$ cat src/logic/eat_map.svh
`ifndef EAT_MAP_SVH
`define EAT_MAP_SVH
// register indices, byte address = 4 * index
`define EAT_IDX_CTRL      4'h0
`define EAT_IDX_FILT      4'h1
`define EAT_IDX_POS       4'h2
`define EAT_IDX_MAX       4'h3
`define EAT_IDX_IRQ       4'h4
// control register fields
`define EAT_B_DIRSRC      0
`define EAT_B_CLKSRC      1
`define EAT_B_GATE        5
`define EAT_B_DOUT        6
`define EAT_B_MODE_LO     8
`define EAT_B_MODE_HI     10
`define EAT_B_DIR         11
`define EAT_B_INDEX       12
`define EAT_B_SIDL        13
`define EAT_B_CERR        15
// filter register field
`define EAT_B_COUNT_ERROR_IRQ_DISABLE        8
// interrupt register fields
`define EAT_B_IFLAG       8
`define EAT_B_IEN         0
// reset values
`define EAT_RST_CTRL      16'h0000
`define EAT_RST_FILT      16'h0000
`define EAT_RST_POS       16'h0000
`define EAT_RST_MAX       16'hFFFF
`endif

$ cat src/logic/eat_pkg.sv
package eat_pkg;
  typedef enum logic [2:0] {
    EAT_MODE_OFF0  = 3'h0,
    EAT_MODE_TIMER = 3'h1,
    EAT_MODE_OFF2  = 3'h2,
    EAT_MODE_OFF3  = 3'h3,
    EAT_MODE_IDX4  = 3'h4,
    EAT_MODE_MAT5  = 3'h5,
    EAT_MODE_IDX6  = 3'h6,
    EAT_MODE_MAT7  = 3'h7
  } eat_mode_t;

  typedef struct packed {
    logic phase_a;
    logic phase_b;
    logic index;
  } eat_pins_t;

  typedef struct packed {
    logic [3:0]  addr;
    logic [15:0] wdata;
    logic        wr;
    logic        rd;
  } eat_bus_t;

  typedef struct packed {
    logic phase_a_own;
    logic phase_b_own;
    logic index_own;
    logic dir_own;
  } eat_own_t;
endpackage

$ cat src/logic/eat_top.sv
`timescale 1ns/100ps
`include "eat_map.svh"
module eat_top #(
  parameter int CW = 16
) (
  input  wire logic              core_clk,
  input  wire logic              srst,
  input  wire eat_pkg::eat_bus_t bus,
  output logic          [15:0]   rdata,
  input  wire eat_pkg::eat_pins_t pins,
  input  wire logic              sleep,
  input  wire logic              idle,
  output eat_pkg::eat_own_t      own,
  output logic                   direction_status,
  output logic                   irq
);
  import eat_pkg::*;

  // ****************************************
  // input synchronisers
  // ****************************************
  eat_pins_t pins_s;
  logic [2:0] sync_o;

  eat_sync #(.WIDTH(3)) u_sync (
    .core_clk (core_clk),
    .srst     (srst),
    .async_in ({pins.phase_a, pins.phase_b, pins.index}),
    .sync_out (sync_o)
  );
  assign pins_s = eat_pins_t'(sync_o);

  // ****************************************
  // registers
  // ****************************************
  logic [15:0] ctrl_q;
  logic [15:0] filt_q;
  logic [CW-1:0] pos_q;
  logic [CW-1:0] max_q;
  logic        iflag_q;
  logic        ien_q;
  logic        cerr_q;
  eat_mode_t   mode;
  logic        halted;
  logic        timer_m;
  logic        match_m;
  logic        index_m;
  logic        enabled;

  assign mode    = eat_mode_t'(ctrl_q[`EAT_B_MODE_HI:`EAT_B_MODE_LO]);
  assign timer_m = (mode == EAT_MODE_TIMER);
  assign match_m = (mode == EAT_MODE_MAT5) || (mode == EAT_MODE_MAT7);
  assign index_m = (mode == EAT_MODE_IDX4) || (mode == EAT_MODE_IDX6);
  assign enabled = timer_m || match_m || index_m;
  assign halted  = sleep || (idle && ctrl_q[`EAT_B_SIDL]);

  // ****************************************
  // pin history and edges
  // ****************************************
  logic a_q;
  logic b_q;
  logic x_q;
  logic a_rise;
  logic a_fall;
  logic a_chg;
  logic b_chg;
  logic x_rise;

  always_ff @(posedge core_clk) begin
    if (srst) begin
      a_q <= 1'b0;
      b_q <= 1'b0;
      x_q <= 1'b0;
    end else if (!halted) begin
      a_q <= pins_s.phase_a;
      b_q <= pins_s.phase_b;
      x_q <= pins_s.index;
    end
  end

  assign a_rise = !halted && pins_s.phase_a && !a_q;
  assign a_fall = !halted && !pins_s.phase_a && a_q;
  assign a_chg  = !halted && (pins_s.phase_a != a_q);
  assign b_chg  = !halted && (pins_s.phase_b != b_q);
  assign x_rise = !halted && pins_s.index && !x_q;

  // ****************************************
  // timer step and direction
  // ****************************************
  logic t_up;
  logic t_step;
  logic t_conflict;

  assign t_up = ctrl_q[`EAT_B_DIRSRC] ? pins_s.phase_b : ctrl_q[`EAT_B_DIR];
  assign t_conflict = ctrl_q[`EAT_B_GATE] && ctrl_q[`EAT_B_CLKSRC];

  always_comb begin
    t_step = 1'b0;
    if (timer_m && !halted && !t_conflict) begin
      if (ctrl_q[`EAT_B_CLKSRC])
        t_step = a_rise;
      else if (ctrl_q[`EAT_B_GATE])
        t_step = pins_s.phase_a;
      else
        t_step = 1'b1;
    end
  end

  // ****************************************
  // encoder decode (x4)
  // ****************************************
  logic e_step;
  logic e_up;
  logic dir_q;

  assign e_step = (match_m || index_m) && (a_chg ^ b_chg);
  assign e_up   = a_chg ? (pins_s.phase_a != pins_s.phase_b)
                        : (pins_s.phase_a == pins_s.phase_b);

  always_ff @(posedge core_clk) begin
    if (srst)
      dir_q <= 1'b0;
    else if (e_step)
      dir_q <= e_up;
  end

  // ****************************************
  // position counter
  // ****************************************
  logic t_match;
  logic roll;
  logic idx_hit;
  logic cerr_hit;
  logic ev_timer;
  logic ev_gate;
  logic ev_match;
  logic ev_index;
  logic ev_cerr;
  logic sw_pos;

  assign sw_pos  = bus.wr && (bus.addr == `EAT_IDX_POS);
  assign t_match = t_step && (pos_q == max_q);
  assign roll    = e_step && (e_up ? (pos_q == max_q) : (pos_q == '0));
  assign idx_hit = index_m && x_rise;
  assign cerr_hit = index_m && e_step &&
                    (e_up ? (pos_q == max_q) : (pos_q == '0));

  always_ff @(posedge core_clk) begin
    if (srst)
      pos_q <= `EAT_RST_POS;
    else if (sw_pos)
      pos_q <= bus.wdata[CW-1:0];
    else if (t_match)
      pos_q <= '0;
    else if (t_step)
      pos_q <= t_up ? pos_q + 1'b1 : pos_q - 1'b1;
    else if (idx_hit)
      pos_q <= dir_q ? '0 : max_q;
    else if (roll)
      pos_q <= e_up ? '0 : max_q;
    else if (e_step)
      pos_q <= e_up ? pos_q + 1'b1 : pos_q - 1'b1;
  end

  // ****************************************
  // events
  // ****************************************
  // period and gate fall events
  assign ev_timer = timer_m && t_match;
  assign ev_gate  = timer_m && ctrl_q[`EAT_B_GATE] && a_fall;
  assign ev_match = match_m && roll;
  assign ev_index = idx_hit;
  assign ev_cerr  = cerr_hit && !cerr_q && !filt_q[`EAT_B_COUNT_ERROR_IRQ_DISABLE];

  always_ff @(posedge core_clk) begin
    if (srst)
      cerr_q <= 1'b0;
    else if (cerr_hit)
      cerr_q <= 1'b1;
    else if (bus.wr && bus.addr == `EAT_IDX_CTRL)
      cerr_q <= bus.wdata[`EAT_B_CERR];
  end

  always_ff @(posedge core_clk) begin
    if (srst)
      iflag_q <= 1'b0;
    else if (ev_timer || ev_gate || ev_match || ev_index || ev_cerr ||
             (timer_m && t_conflict && !halted))
      iflag_q <= 1'b1;
    else if (bus.wr && bus.addr == `EAT_IDX_IRQ)
      iflag_q <= bus.wdata[`EAT_B_IFLAG];
  end

  assign irq = iflag_q && ien_q;

  // ****************************************
  // control registers
  // ****************************************
  // reset to initial state
  always_ff @(posedge core_clk) begin
    if (srst) begin
      ctrl_q <= `EAT_RST_CTRL;
      filt_q <= `EAT_RST_FILT;
      max_q  <= `EAT_RST_MAX;
      ien_q  <= 1'b0;
    end else if (bus.wr) begin
      unique case (bus.addr)
        `EAT_IDX_CTRL: ctrl_q <= bus.wdata & 16'h6FFF;
        `EAT_IDX_FILT: filt_q <= bus.wdata & 16'h01FF;
        `EAT_IDX_MAX:  max_q  <= bus.wdata[CW-1:0];
        `EAT_IDX_IRQ:  ien_q  <= bus.wdata[`EAT_B_IEN];
        default: ;
      endcase
    end
  end

  // ****************************************
  // read port
  // ****************************************
  logic [15:0] ctrl_rd;

  always_comb begin
    ctrl_rd = ctrl_q;
    ctrl_rd[`EAT_B_CERR]  = cerr_q;
    ctrl_rd[`EAT_B_INDEX] = pins_s.index;
    if (match_m || index_m)
      ctrl_rd[`EAT_B_DIR] = dir_q;
  end

  always_ff @(posedge core_clk) begin
    if (srst)
      rdata <= 16'h0000;
    else if (bus.rd) begin
      unique case (bus.addr)
        `EAT_IDX_CTRL: rdata <= ctrl_rd;
        `EAT_IDX_FILT: rdata <= filt_q;
        `EAT_IDX_POS:  rdata <= 16'(pos_q);
        `EAT_IDX_MAX:  rdata <= 16'(max_q);
        `EAT_IDX_IRQ:  rdata <= {7'h00, iflag_q, 7'h00, ien_q};
        default:       rdata <= 16'h0000;
      endcase
    end else
      rdata <= 16'h0000;
  end

  // ****************************************
  // pin ownership
  // ****************************************
  // enabled module owns pins
  // phase A, phase B and index use per mode
  always_ff @(posedge core_clk) begin
    if (srst) begin
      own              <= '0;
      direction_status <= 1'b0;
    end else begin
      own.phase_a_own <= match_m || index_m ||
                         (timer_m && (ctrl_q[`EAT_B_GATE] ||
                                      ctrl_q[`EAT_B_CLKSRC]));
      own.phase_b_own <= match_m || index_m ||
                         (timer_m && ctrl_q[`EAT_B_DIRSRC]);
      own.index_own   <= index_m;
      own.dir_own     <= (match_m || index_m) && ctrl_q[`EAT_B_DOUT];
      direction_status <= dir_q;
    end
  end

  // ****************************************
  // assertions
  // ****************************************
  timer_wrap_a: assert property (@(posedge core_clk) disable iff (srst)
    t_match && !sw_pos |=> pos_q == '0)
    else $error("timer did not clear on match");
  timer_down_a: assert property (@(posedge core_clk) disable iff (srst)
    t_step && !t_match && !t_up && !sw_pos |=> pos_q == $past(pos_q) - 1'b1)
    else $error("timer down step wrong");
  // a halted module raises no conflict event, so the property requires the module not halted
  conflict_hold_a: assert property (@(posedge core_clk)
    disable iff (srst)
    timer_m && t_conflict && !halted && !sw_pos |=>
    pos_q == $past(pos_q) && iflag_q)
    else $error("conflict did not hold or flag");
  flag_set_a: assert property (@(posedge core_clk) disable iff (srst)
    ev_timer || ev_match || ev_index |=> iflag_q)
    else $error("event lost");
  irq_gate_a: assert property (@(posedge core_clk) disable iff (srst)
    irq |-> iflag_q && ien_q)
    else $error("irq without enable");
  flag_clear_a: assert property (@(posedge core_clk)
    disable iff (srst)
    $fell(iflag_q) |-> $past(bus.wr && bus.addr == `EAT_IDX_IRQ))
    else $error("flag cleared without software write");
  off_pins_a: assert property (@(posedge core_clk) disable iff (srst)
    !enabled ##1 !enabled |-> own == '0)
    else $error("off mode owns pins");
  halt_hold_a: assert property (@(posedge core_clk) disable iff (srst)
    halted && !sw_pos |=> pos_q == $past(pos_q))
    else $error("counter moved while halted");
  dir_pin_a: assert property (@(posedge core_clk) disable iff (srst)
    own.dir_own |-> $past(match_m || index_m))
    else $error("direction pin in wrong mode");
  reset_val_a: assert property (@(posedge core_clk)
    srst |=> max_q == '1 && pos_q == '0 && ctrl_q == 16'h0000)
    else $error("bad reset values");

  timer_wrap_c: cover property (@(posedge core_clk) disable iff (srst)
    ev_timer);
  enc_roll_c: cover property (@(posedge core_clk) disable iff (srst)
    ev_match);
  index_c: cover property (@(posedge core_clk) disable iff (srst)
    ev_index);
  gate_fall_c: cover property (@(posedge core_clk) disable iff (srst)
    ev_gate);
endmodule // eat_top

$ cat src/logic/eat_sync.sv
`timescale 1ns/100ps
module eat_sync #(
  parameter int WIDTH = 3
) (
  input  wire logic             core_clk,
  input  wire logic             srst,
  input  wire logic [WIDTH-1:0] async_in,
  output logic      [WIDTH-1:0] sync_out
);
  logic [WIDTH-1:0] meta_q;

  always_ff @(posedge core_clk) begin
    if (srst) begin
      meta_q   <= '0;
      sync_out <= '0;
    end else begin
      meta_q   <= async_in;
      sync_out <= meta_q;
    end
  end
endmodule // eat_sync

$ cat config.mk
export PLATFORM = sky130hd
export DESIGN_NAME = eat_top
export DESIGN_NICKNAME = d
export VERILOG_FILES = /design/src/logic/eat_pkg.sv /design/src/logic/eat_top.sv /design/src/logic/eat_sync.sv
export VERILOG_INCLUDE_DIRS = /design/src /design/src/logic
export SDC_FILE = /design/constraint.sdc
export NUM_CORES = 1
export LEC_CHECK = 0
export ABC_AREA = 1
export BUFFER_PORTS_ARGS = -buffer_cell sky130_fd_sc_hd__buf_2
export CORE_ASPECT_RATIO = 1.5
export CORE_MARGIN = 1.5
export CORE_UTILIZATION = 51
export CTS_CLUSTER_SIZE = 14
export DETAILED_ROUTE_END_ITERATION = 16
export PLACE_DENSITY = 0.7
export SETUP_SLACK_MARGIN = 0.4
export SLEW_MARGIN = 20
export SYNTH_ARGS = -nofsm -noshare
export SYNTH_HDL_FRONTEND = slang
export SYNTH_SLANG_ARGS = --single-unit
export TNS_END_PERCENT = 30
$ cat constraint.sdc
create_clock -name core_clk -period 3.4 [get_ports core_clk]
set_clock_uncertainty 0.2 [all_clocks]
set_input_delay 0.51 -clock core_clk [delete_from_list [all_inputs] [get_ports core_clk]]
set_output_delay 0.51 -clock core_clk [all_outputs]
set_load 0.1 [all_outputs]
==> results of run 1 <==
## final timing paths
kind,from,endpoint,slack [ps],depth (start not counted)
setup reg to reg,pos_q[6],pos_q[15],870,9
hold reg to reg,u_sync.meta_q[2],u_sync.sync_out[2],200,2
hold / removal,pins[2],u_sync.meta_q[2],160,3
setup / recovery,pos_q[6],pos_q[15],870,9
## per-stage QoR
stage,hold slack (ps),power [W],instance area [sq um]
final,164.2,0.002659,6319
after detailed placement,192.4,0.001602,6000
after global routing,169.0,0.002778,6319
after CTS,161.5,0.002665,6319
after global placement,189.8,0.001602,6000
after floorplan,188.3,0.001485,5757
## area by class of cell
cell class	instances	area share
clock inverters	6	0.01426
multi-input cells	649	0.5152
clock buffers	10	0.03624
inverters	118	0.07050
repair buffers	61	0.05267
flip-flops and latches	89	0.2820
well taps	147	0.02911
## sequential cells by signal, indices dropped and copies added (netlist names), 3 cells and up
name and count:
max_q 16, u_sync.sync_out 3, own 4, ctrl_q 14, u_sync.meta_q 3, filt_q 9, rdata 16, pos_q 16
## critical path, stage by stage (launching register included)
cell and delay, ps:
dfxtp_1 660, nand2_1 200, nor3_1 630, nand4_1 230
nand3_1 170, nand3_2 80, nand2_1 60, nand2_1 40
nand2_1 80, a21oi_2 50
## routing by layer
layer	GRT usage	vias up	wire, microns
met4	0.1799	0	814
li1	-	2963	-
met5	0	-	0
met1	0.3621	2652	7175
met3	0.03425	58	1023
met2	0.4826	237	8181
## cells by family after synthesis
group | after synthesis | share of synthesized area
compound gates | 211 | 0.2034
xor+xnor | 22 | 0.03347
fa+ha+maj | 3 | 0.006521
buf+inv | 162 | 0.1250
flops | 89 | 0.3095
mux | 1 | 0.001739
simple gates | 412 | 0.3204
## cells in the mapped netlist, drive strengths merged
library cell    n
buf            29
xor2           20
nand4           8
o211ai          3
dfxtp          89
inv           117
nor2           88
a21oi          92
nand2         251
nand2b          1
o221ai          4
nor3           14
mux2i           1
o22ai          12
nor4            1
clkinv          1
a211oi          1
nand3          47
o31ai           1
ha              3
clkbuf         15
a221oi          9
xnor2           2
o21ai          86
nand3b          1
or2             1
a31oi           3
## report_power, final
group / switching (W) / internal (W)
Combinational: 0.000324 / 0.000159
Sequential: 0.0000372 / 0.00107
Clock: 0.000422 / 0.000648
==> run summary, run 1 <==
The flow ran to the end, and the final reports show no timing, DRC or antenna violations. The startpoint-to-endpoint class of the critical path is flip-flop to flip-flop. In the final design database the tool counted 960 nets.

For the pin with the worst max-slew slack, the measured transition is 857.8 ps. Yosys attributes the largest share of cell area to dfxtp_1 31%, nand2_1 16%, a21oi_1 7.5%. The cell type with the largest total area after synthesis was dfxtp_1. Setup violations remaining at the end of the flow were counted as 0. The share of final-layout standard cells stronger than drive strength 1 is 0.1468, and the post-synthesis cell area is 5757 sq um. The floorplan die height came out at 133.1 microns.

The tools report the number of antenna violations at the first check in global routing as 0. Before antenna repair, the detailed router went through 5 iterations. Synthesis produced a netlist whose cell count is 900.

Leaving out fill and tap cells, the most frequent cell in the layout is nand2_1. The area of the die is 11,950 sq um, and the slack of the critical path is 867.4 ps. In this run the standard cell core region covers 11,000 sq um. The tools report the total congestion overflow as 0. The number of warning messages in the yosys log came out at 0. The tools report the max-cap violation count as 0. Compared with the post-synthesis result, the final layout area differs by 9.759%. In the layout the commonest cells are 240 x nand2_1, 96 x inv_1, 89 x dfxtp_1. Using the TritonRoute via totals, the vias-per-cell ratio works out to 5.472. The H-tree depth reported by CTS was 3. The root buffer cell chosen for the clock tree is clkbuf_16.

The run gives 1782 sq um as the area of all sequential standard cells. The critical path capture point type was a flip-flop. The die is 89.75 microns wide. Timing analysis after detailed placement gives a worst setup slack of 761.6 ps.

The analysis attributes to cell leakage a power of 3.016 nW. In this run, post-CTS repair resized a total of 0 instances. In the final timing run, aggregate negative setup slack is 0 ps.

Startpoint type of the worst setup path: a flip-flop. The detailed router finished its first iteration with 493 violations. The per-cell routed wire length was 15.92 microns; the data arrival time at the worst-slack endpoint was 2560 ps.

In this run, distinct cell masters in the synthesized netlist total 45. The ratio of final minimum period to clock period was 0.7449; the cell row count was 47. The post-cts hold buffer count is 0, and the worst-case vdd ir drop is 0.4086 mV. TritonCTS built the clock tree.

When the netlist entered floorplanning its net count stood at 932. The tools report the wire length reported by the detailed router as 17,190 microns. The maximum number of pins on one net before global-route repair was 43. The tools report the number of I/O pins as 51.

Clock tree synthesis found a total of 89 sinks. The run gives 0.5746 as the post-route core utilization. Once detail routing completed, the nets flagged for antenna violations numbered 0. The clock latency at the later pin of the worst-skew pair came out at 340 ps.

No sink is reached through more buffers than the 2 on the longest clock path. The CTS buffer count is 9, and the initial cell density of the core is 0.5235. The portion of the post-synthesis area used by sequential elements came out at 0.3095.

The final critical path time including I/O delays and setup works out to 2533 ps. Counting flops and latches in the post-synthesis netlist gives 89. The path class of the tightest hold or removal check is input port to flip-flop. Number of global-route vias before repair: 5,519. The half-perimeter wire length after placement is 13,130 microns. Counting the fill cells in the layout gives 1,110. The logs give 27,870 microns for the wire length of the first global-routing pass and 0.2917 for the overall track demand over capacity in global routing. Maximum net fanout on the critical path: 8. Across all layers, the routed design uses 5,910 vias. The tools report the count of pins over their slew limit as 0. The tightest slew margin relative to the limit was 0.4268; the top cell type's share of synthesized area was 0.3095. Clock-pin slew was measured on the worst setup and hold paths at 60 ps.

The last weighted congestion value of the routability-driven placer is 0.9751, and the fmax is 0.3948 GHz. The logs give 3430 ps for the data required time of the critical path and 3256 sq um for the footprint of the multi-input gates. Synthesized area divided by synthesized cell count: 6.396 sq um.

After detailed routing, the number of remaining DRC violations is 0. Post-CTS timing repair inserted 0 buffers for setup. The tools report the number of antenna repair diodes as 0. The hold violation count in the final report was 0; the final standard cell count with taps included and fillers excluded was 1,080. The number of placed instances, taps included, is 1,064. Setup repair after global routing left no endpoint under its margin. The count of buffers from port buffering works out to 50. The cell area power density works out to 420.8 nW/um^2.
Note: power is estimated with default switching activity, not from simulation.
==> run 2: changes to the inputs <==
==> constraint.sdc (replaced) <==
create_clock -name core_clk -period 2.5 [get_ports core_clk]
set_clock_uncertainty 0.2 [all_clocks]
set_input_delay 0.375 -clock core_clk [delete_from_list [all_inputs] [get_ports core_clk]]
set_output_delay 0.375 -clock core_clk [all_outputs]
set_load 0.1 [all_outputs]
==> run summary, run 2 (synthesized netlist as in run 1, its figures left out) <==
The tools report the number of clock sinks seen by CTS as 89 (unchanged). The tools report the total congestion overflow as 0 (unchanged). Most frequent cells in the layout: 231 x nand2_1, 92 x inv_1, 85 x a21oi_1 (was 240 x nand2_1, 96 x inv_1, 89 x dfxtp_1). The growth of design area from synthesis to finish works out to 23.17% (was 9.759%). The top layer reached by signal wires is met4 (unchanged).

The fmax is 0.4606 GHz (was 0.3948 GHz). Width of the die: 89.75 microns (unchanged). The final critical path time including I/O delays and setup is 2171 ps (was 2533 ps), and the area after detailed placement is 6252 sq um (was 6000 sq um). The maximum number of pins on one net before global-route repair was 43 (unchanged). For the last weighted congestion value of the routability-driven placer, the log shows 0.9899 (was 0.9751). The worst setup path startpoint is pos_q[4] (was pos_q[6]).

The number of I/O pins is 51 (unchanged). The transition time at the pin with the least slew margin is 539.4 ps (was 857.8 ps). The reg-to-reg critical path startpoint is pos_q[4] (was pos_q[6]).

Max-cap violation count: 0 (unchanged). The worst setup path endpoint was pos_q[9] (was pos_q[15]). The initial cell density of the core is 0.5235 (unchanged), and the leakage component of the power is 3.365 nW (was 3.016 nW). The wire length of the first global-routing pass came out at 27,770 microns (was 27,870 microns). The worst-case register-to-register setup slack is 330 ps (was 870 ps), and the starting DRC count in detailed routing is 428 (was 493).

For the cell row count, the log shows 47 (unchanged). The run gives 0 (unchanged) as the residual DRC count. The most common cell after layout, fill and taps aside is nand2_1 (unchanged).

The cell area power density was 543.0 nW/um^2 (was 420.8 nW/um^2); the clock transition at the registers of the reported paths was 70 ps (was 60 ps). Largest registers in the final layout: max_q (16), pos_q (16), rdata (16) (unchanged). The startpoint type of the worst setup path was a flip-flop (unchanged). The hold violation count in the final report was 0 (unchanged); the floorplan die height was 133.1 microns (unchanged). The maximum net fanout on the critical path came out at 8 (unchanged). The path category of the worst min-delay check was input port to flip-flop (unchanged). The share of final-layout standard cells stronger than drive strength 1 came out at 0.2528 (was 0.1468).

The data arrival time at the worst-slack endpoint was 2180 ps (was 2560 ps); the tightest slew margin relative to the limit was 0.6400 (was 0.4268). Overall track demand over capacity in global routing: 0.2930 (was 0.2917). The total via count in the routed design was 6,189 (was 5,910); the residual antenna-violating net count after detailed routing was 0 (unchanged). For the first-pass iteration count of the detailed router, the log shows 6 (was 5). For the net count reported at finish, the log shows 1,017 (was 960). The ratio of final minimum period to clock period is 0.8684 (was 0.7449). The number of cells in the design after placement is 1,096 (was 1,064), and the number of vias per cell after detailed routing is 5.448 (was 5.472). The worst-case vdd ir drop was 0.4586 mV (was 0.4086 mV). The tools report the clock root buffer as clkbuf_16 (unchanged). The startpoint-to-endpoint class of the critical path is flip-flop to flip-flop (unchanged). The cell depth of the worst min-delay path works out to 3 (unchanged). The logs give 0 (unchanged) for the final-report setup violation count and 2510 ps (was 3430 ps) for the data required time of the critical path. The logs give 11,950 sq um (unchanged) for the area of the die and 0 (unchanged) for the number of antenna violations at the first check in global routing.

The logs give 0 (unchanged) for the number of antenna repair diodes and 13,590 microns (was 13,130 microns) for the half-perimeter wire length after placement. The post-route standard cell area excluding fillers was 7091 sq um (was 6319 sq um); the post-route total power was 0.003850 W (was 0.002659 W). Per-cell routed wire length: 15.96 microns (was 15.92 microns). The count of cells along the worst register-to-register path came out at 15 (was 9). The final standard cell count with taps included and fillers excluded is 1,136 (was 1,080). Setup repair after global routing could not meet its margin everywhere. The tools report the critical path capture point type as a flip-flop (unchanged). The tools report the H-tree depth reported by CTS as 3 (unchanged).

TritonCTS built the clock tree. The setup total negative slack is 0 ps (unchanged). The flow ran to the end, and the final reports show no timing, DRC or antenna violations. Count of buffers from port buffering: 50 (unchanged). The tools report the detailed route wirelength on metal3 as 914 microns (was 1023 microns). The logs give 11,000 sq um (unchanged) for the area of the placeable core and 340 ps (about the same) for the clock latency at the later pin of the worst-skew pair. The wire length reported by the detailed router is 18,130 microns (was 17,190 microns).

The critical register-to-register path endpoint was pos_q[9] (was pos_q[15]). The buffer levels on the longest clock path is 2 (unchanged), and the wire length the detailed router placed on met1 is 7536 microns (was 7175 microns). The logs give 5,535 (was 5,519) for the number of global-route vias before repair and 9 (unchanged) for the CTS buffer count. Detailed route wirelength on metal2: 8929 microns (was 8181 microns). The count of pins over their slew limit came out at 0 (unchanged).
run 2: cell count changes in the layout (fill, tap and decap cells not counted), moves of 4 or more:
cell,change
nand2_1,-9
dfxtp_2,+14
nor2_4,+7
inv_1,-4
o21ai_0,-4
dfxtp_1,-24
buf_12,+5
nor2_1,-9
buf_6,+4
nand2_2,+7
o21ai_1,+4
dfxtp_4,+10
buf_4,+45
run 2: what timing repair did:
item | CTS | global route
hold buffers | 0 | 0
buffers inserted | 5 | 20
setup endpoints to repair | 18 | 17
pin swaps | 5 | 21
resized for setup | 35 | 65
run 2: report_power, final:
group	internal (W)	total [W]	switching, W	leakage, nW
combinational	0.000304	0.000798	0.000494	2.47
sequential	0.00145	0.00150	0.0000454	0.732
clock	0.000980	0.00156	0.000576	0.168
run 2: final cells by class:
type,instances,area [sq um]
Clock buffer,9,225.2
Clock inverter,6,115.1
Fill cell,1047,3906
Inverter,118,455.4
Multi-Input combinational cell,649,3413
Sequential cell,89,1837
Tap cell,147,183.9
Timing Repair Buffer,118,860.8
run 2: worst min-delay path by stage:
| stage | startpoint | to | slack, ps |
|---|---|---|---|
| 3_5_place_dp | u_sync.meta_q[1] | u_sync.sync_out[1] | 200 |
| 4_1_cts | pins[0] | u_sync.meta_q[0] | 30 |
| 3_3_place_gp | u_sync.meta_q[0] | u_sync.sync_out[0] | 190 |
| 6_report | pins[0] | u_sync.meta_q[0] | 40 |
| 5_1_grt | pins[0] | u_sync.meta_q[0] | 30 |
| 2_1_floorplan | u_sync.meta_q[0] | u_sync.sync_out[0] | 190 |
run 2: per-layer routing:
layer,track usage,vias to the layer above
li1,-,3090
met1,0.3560,2800
met2,0.5055,239
met3,0.03995,60
met4,0.1481,0
met5,0,-
run 2: critical path: stages, from the launching register on:
cell     delay (ps)
dfxtp_2         340
buf_8           140
nor2_4          120
nand2_4          80
nor2_4          120
inv_2            50
nor2_4          130
nor2_4           60
nor2_4          160
nand2_4          90
inv_2           120
nand2_1          70
nand3_1          70
nand2_1          50
a21oi_1         190
nor2_2           50
run 2: metrics by stage:
step | util | hold slack, ps | setup WS (ps)
after floorplan | - | 188.3 | 544.2
after global placement | 0.5686 | 190.9 | 205.0
after detailed placement | 0.5686 | 195.2 | 190.0
after CTS | 0.6111 | 31.67 | 380.7
after global routing | 0.6448 | 30.14 | 254.9
final | 0.6448 | 36.84 | 329.1
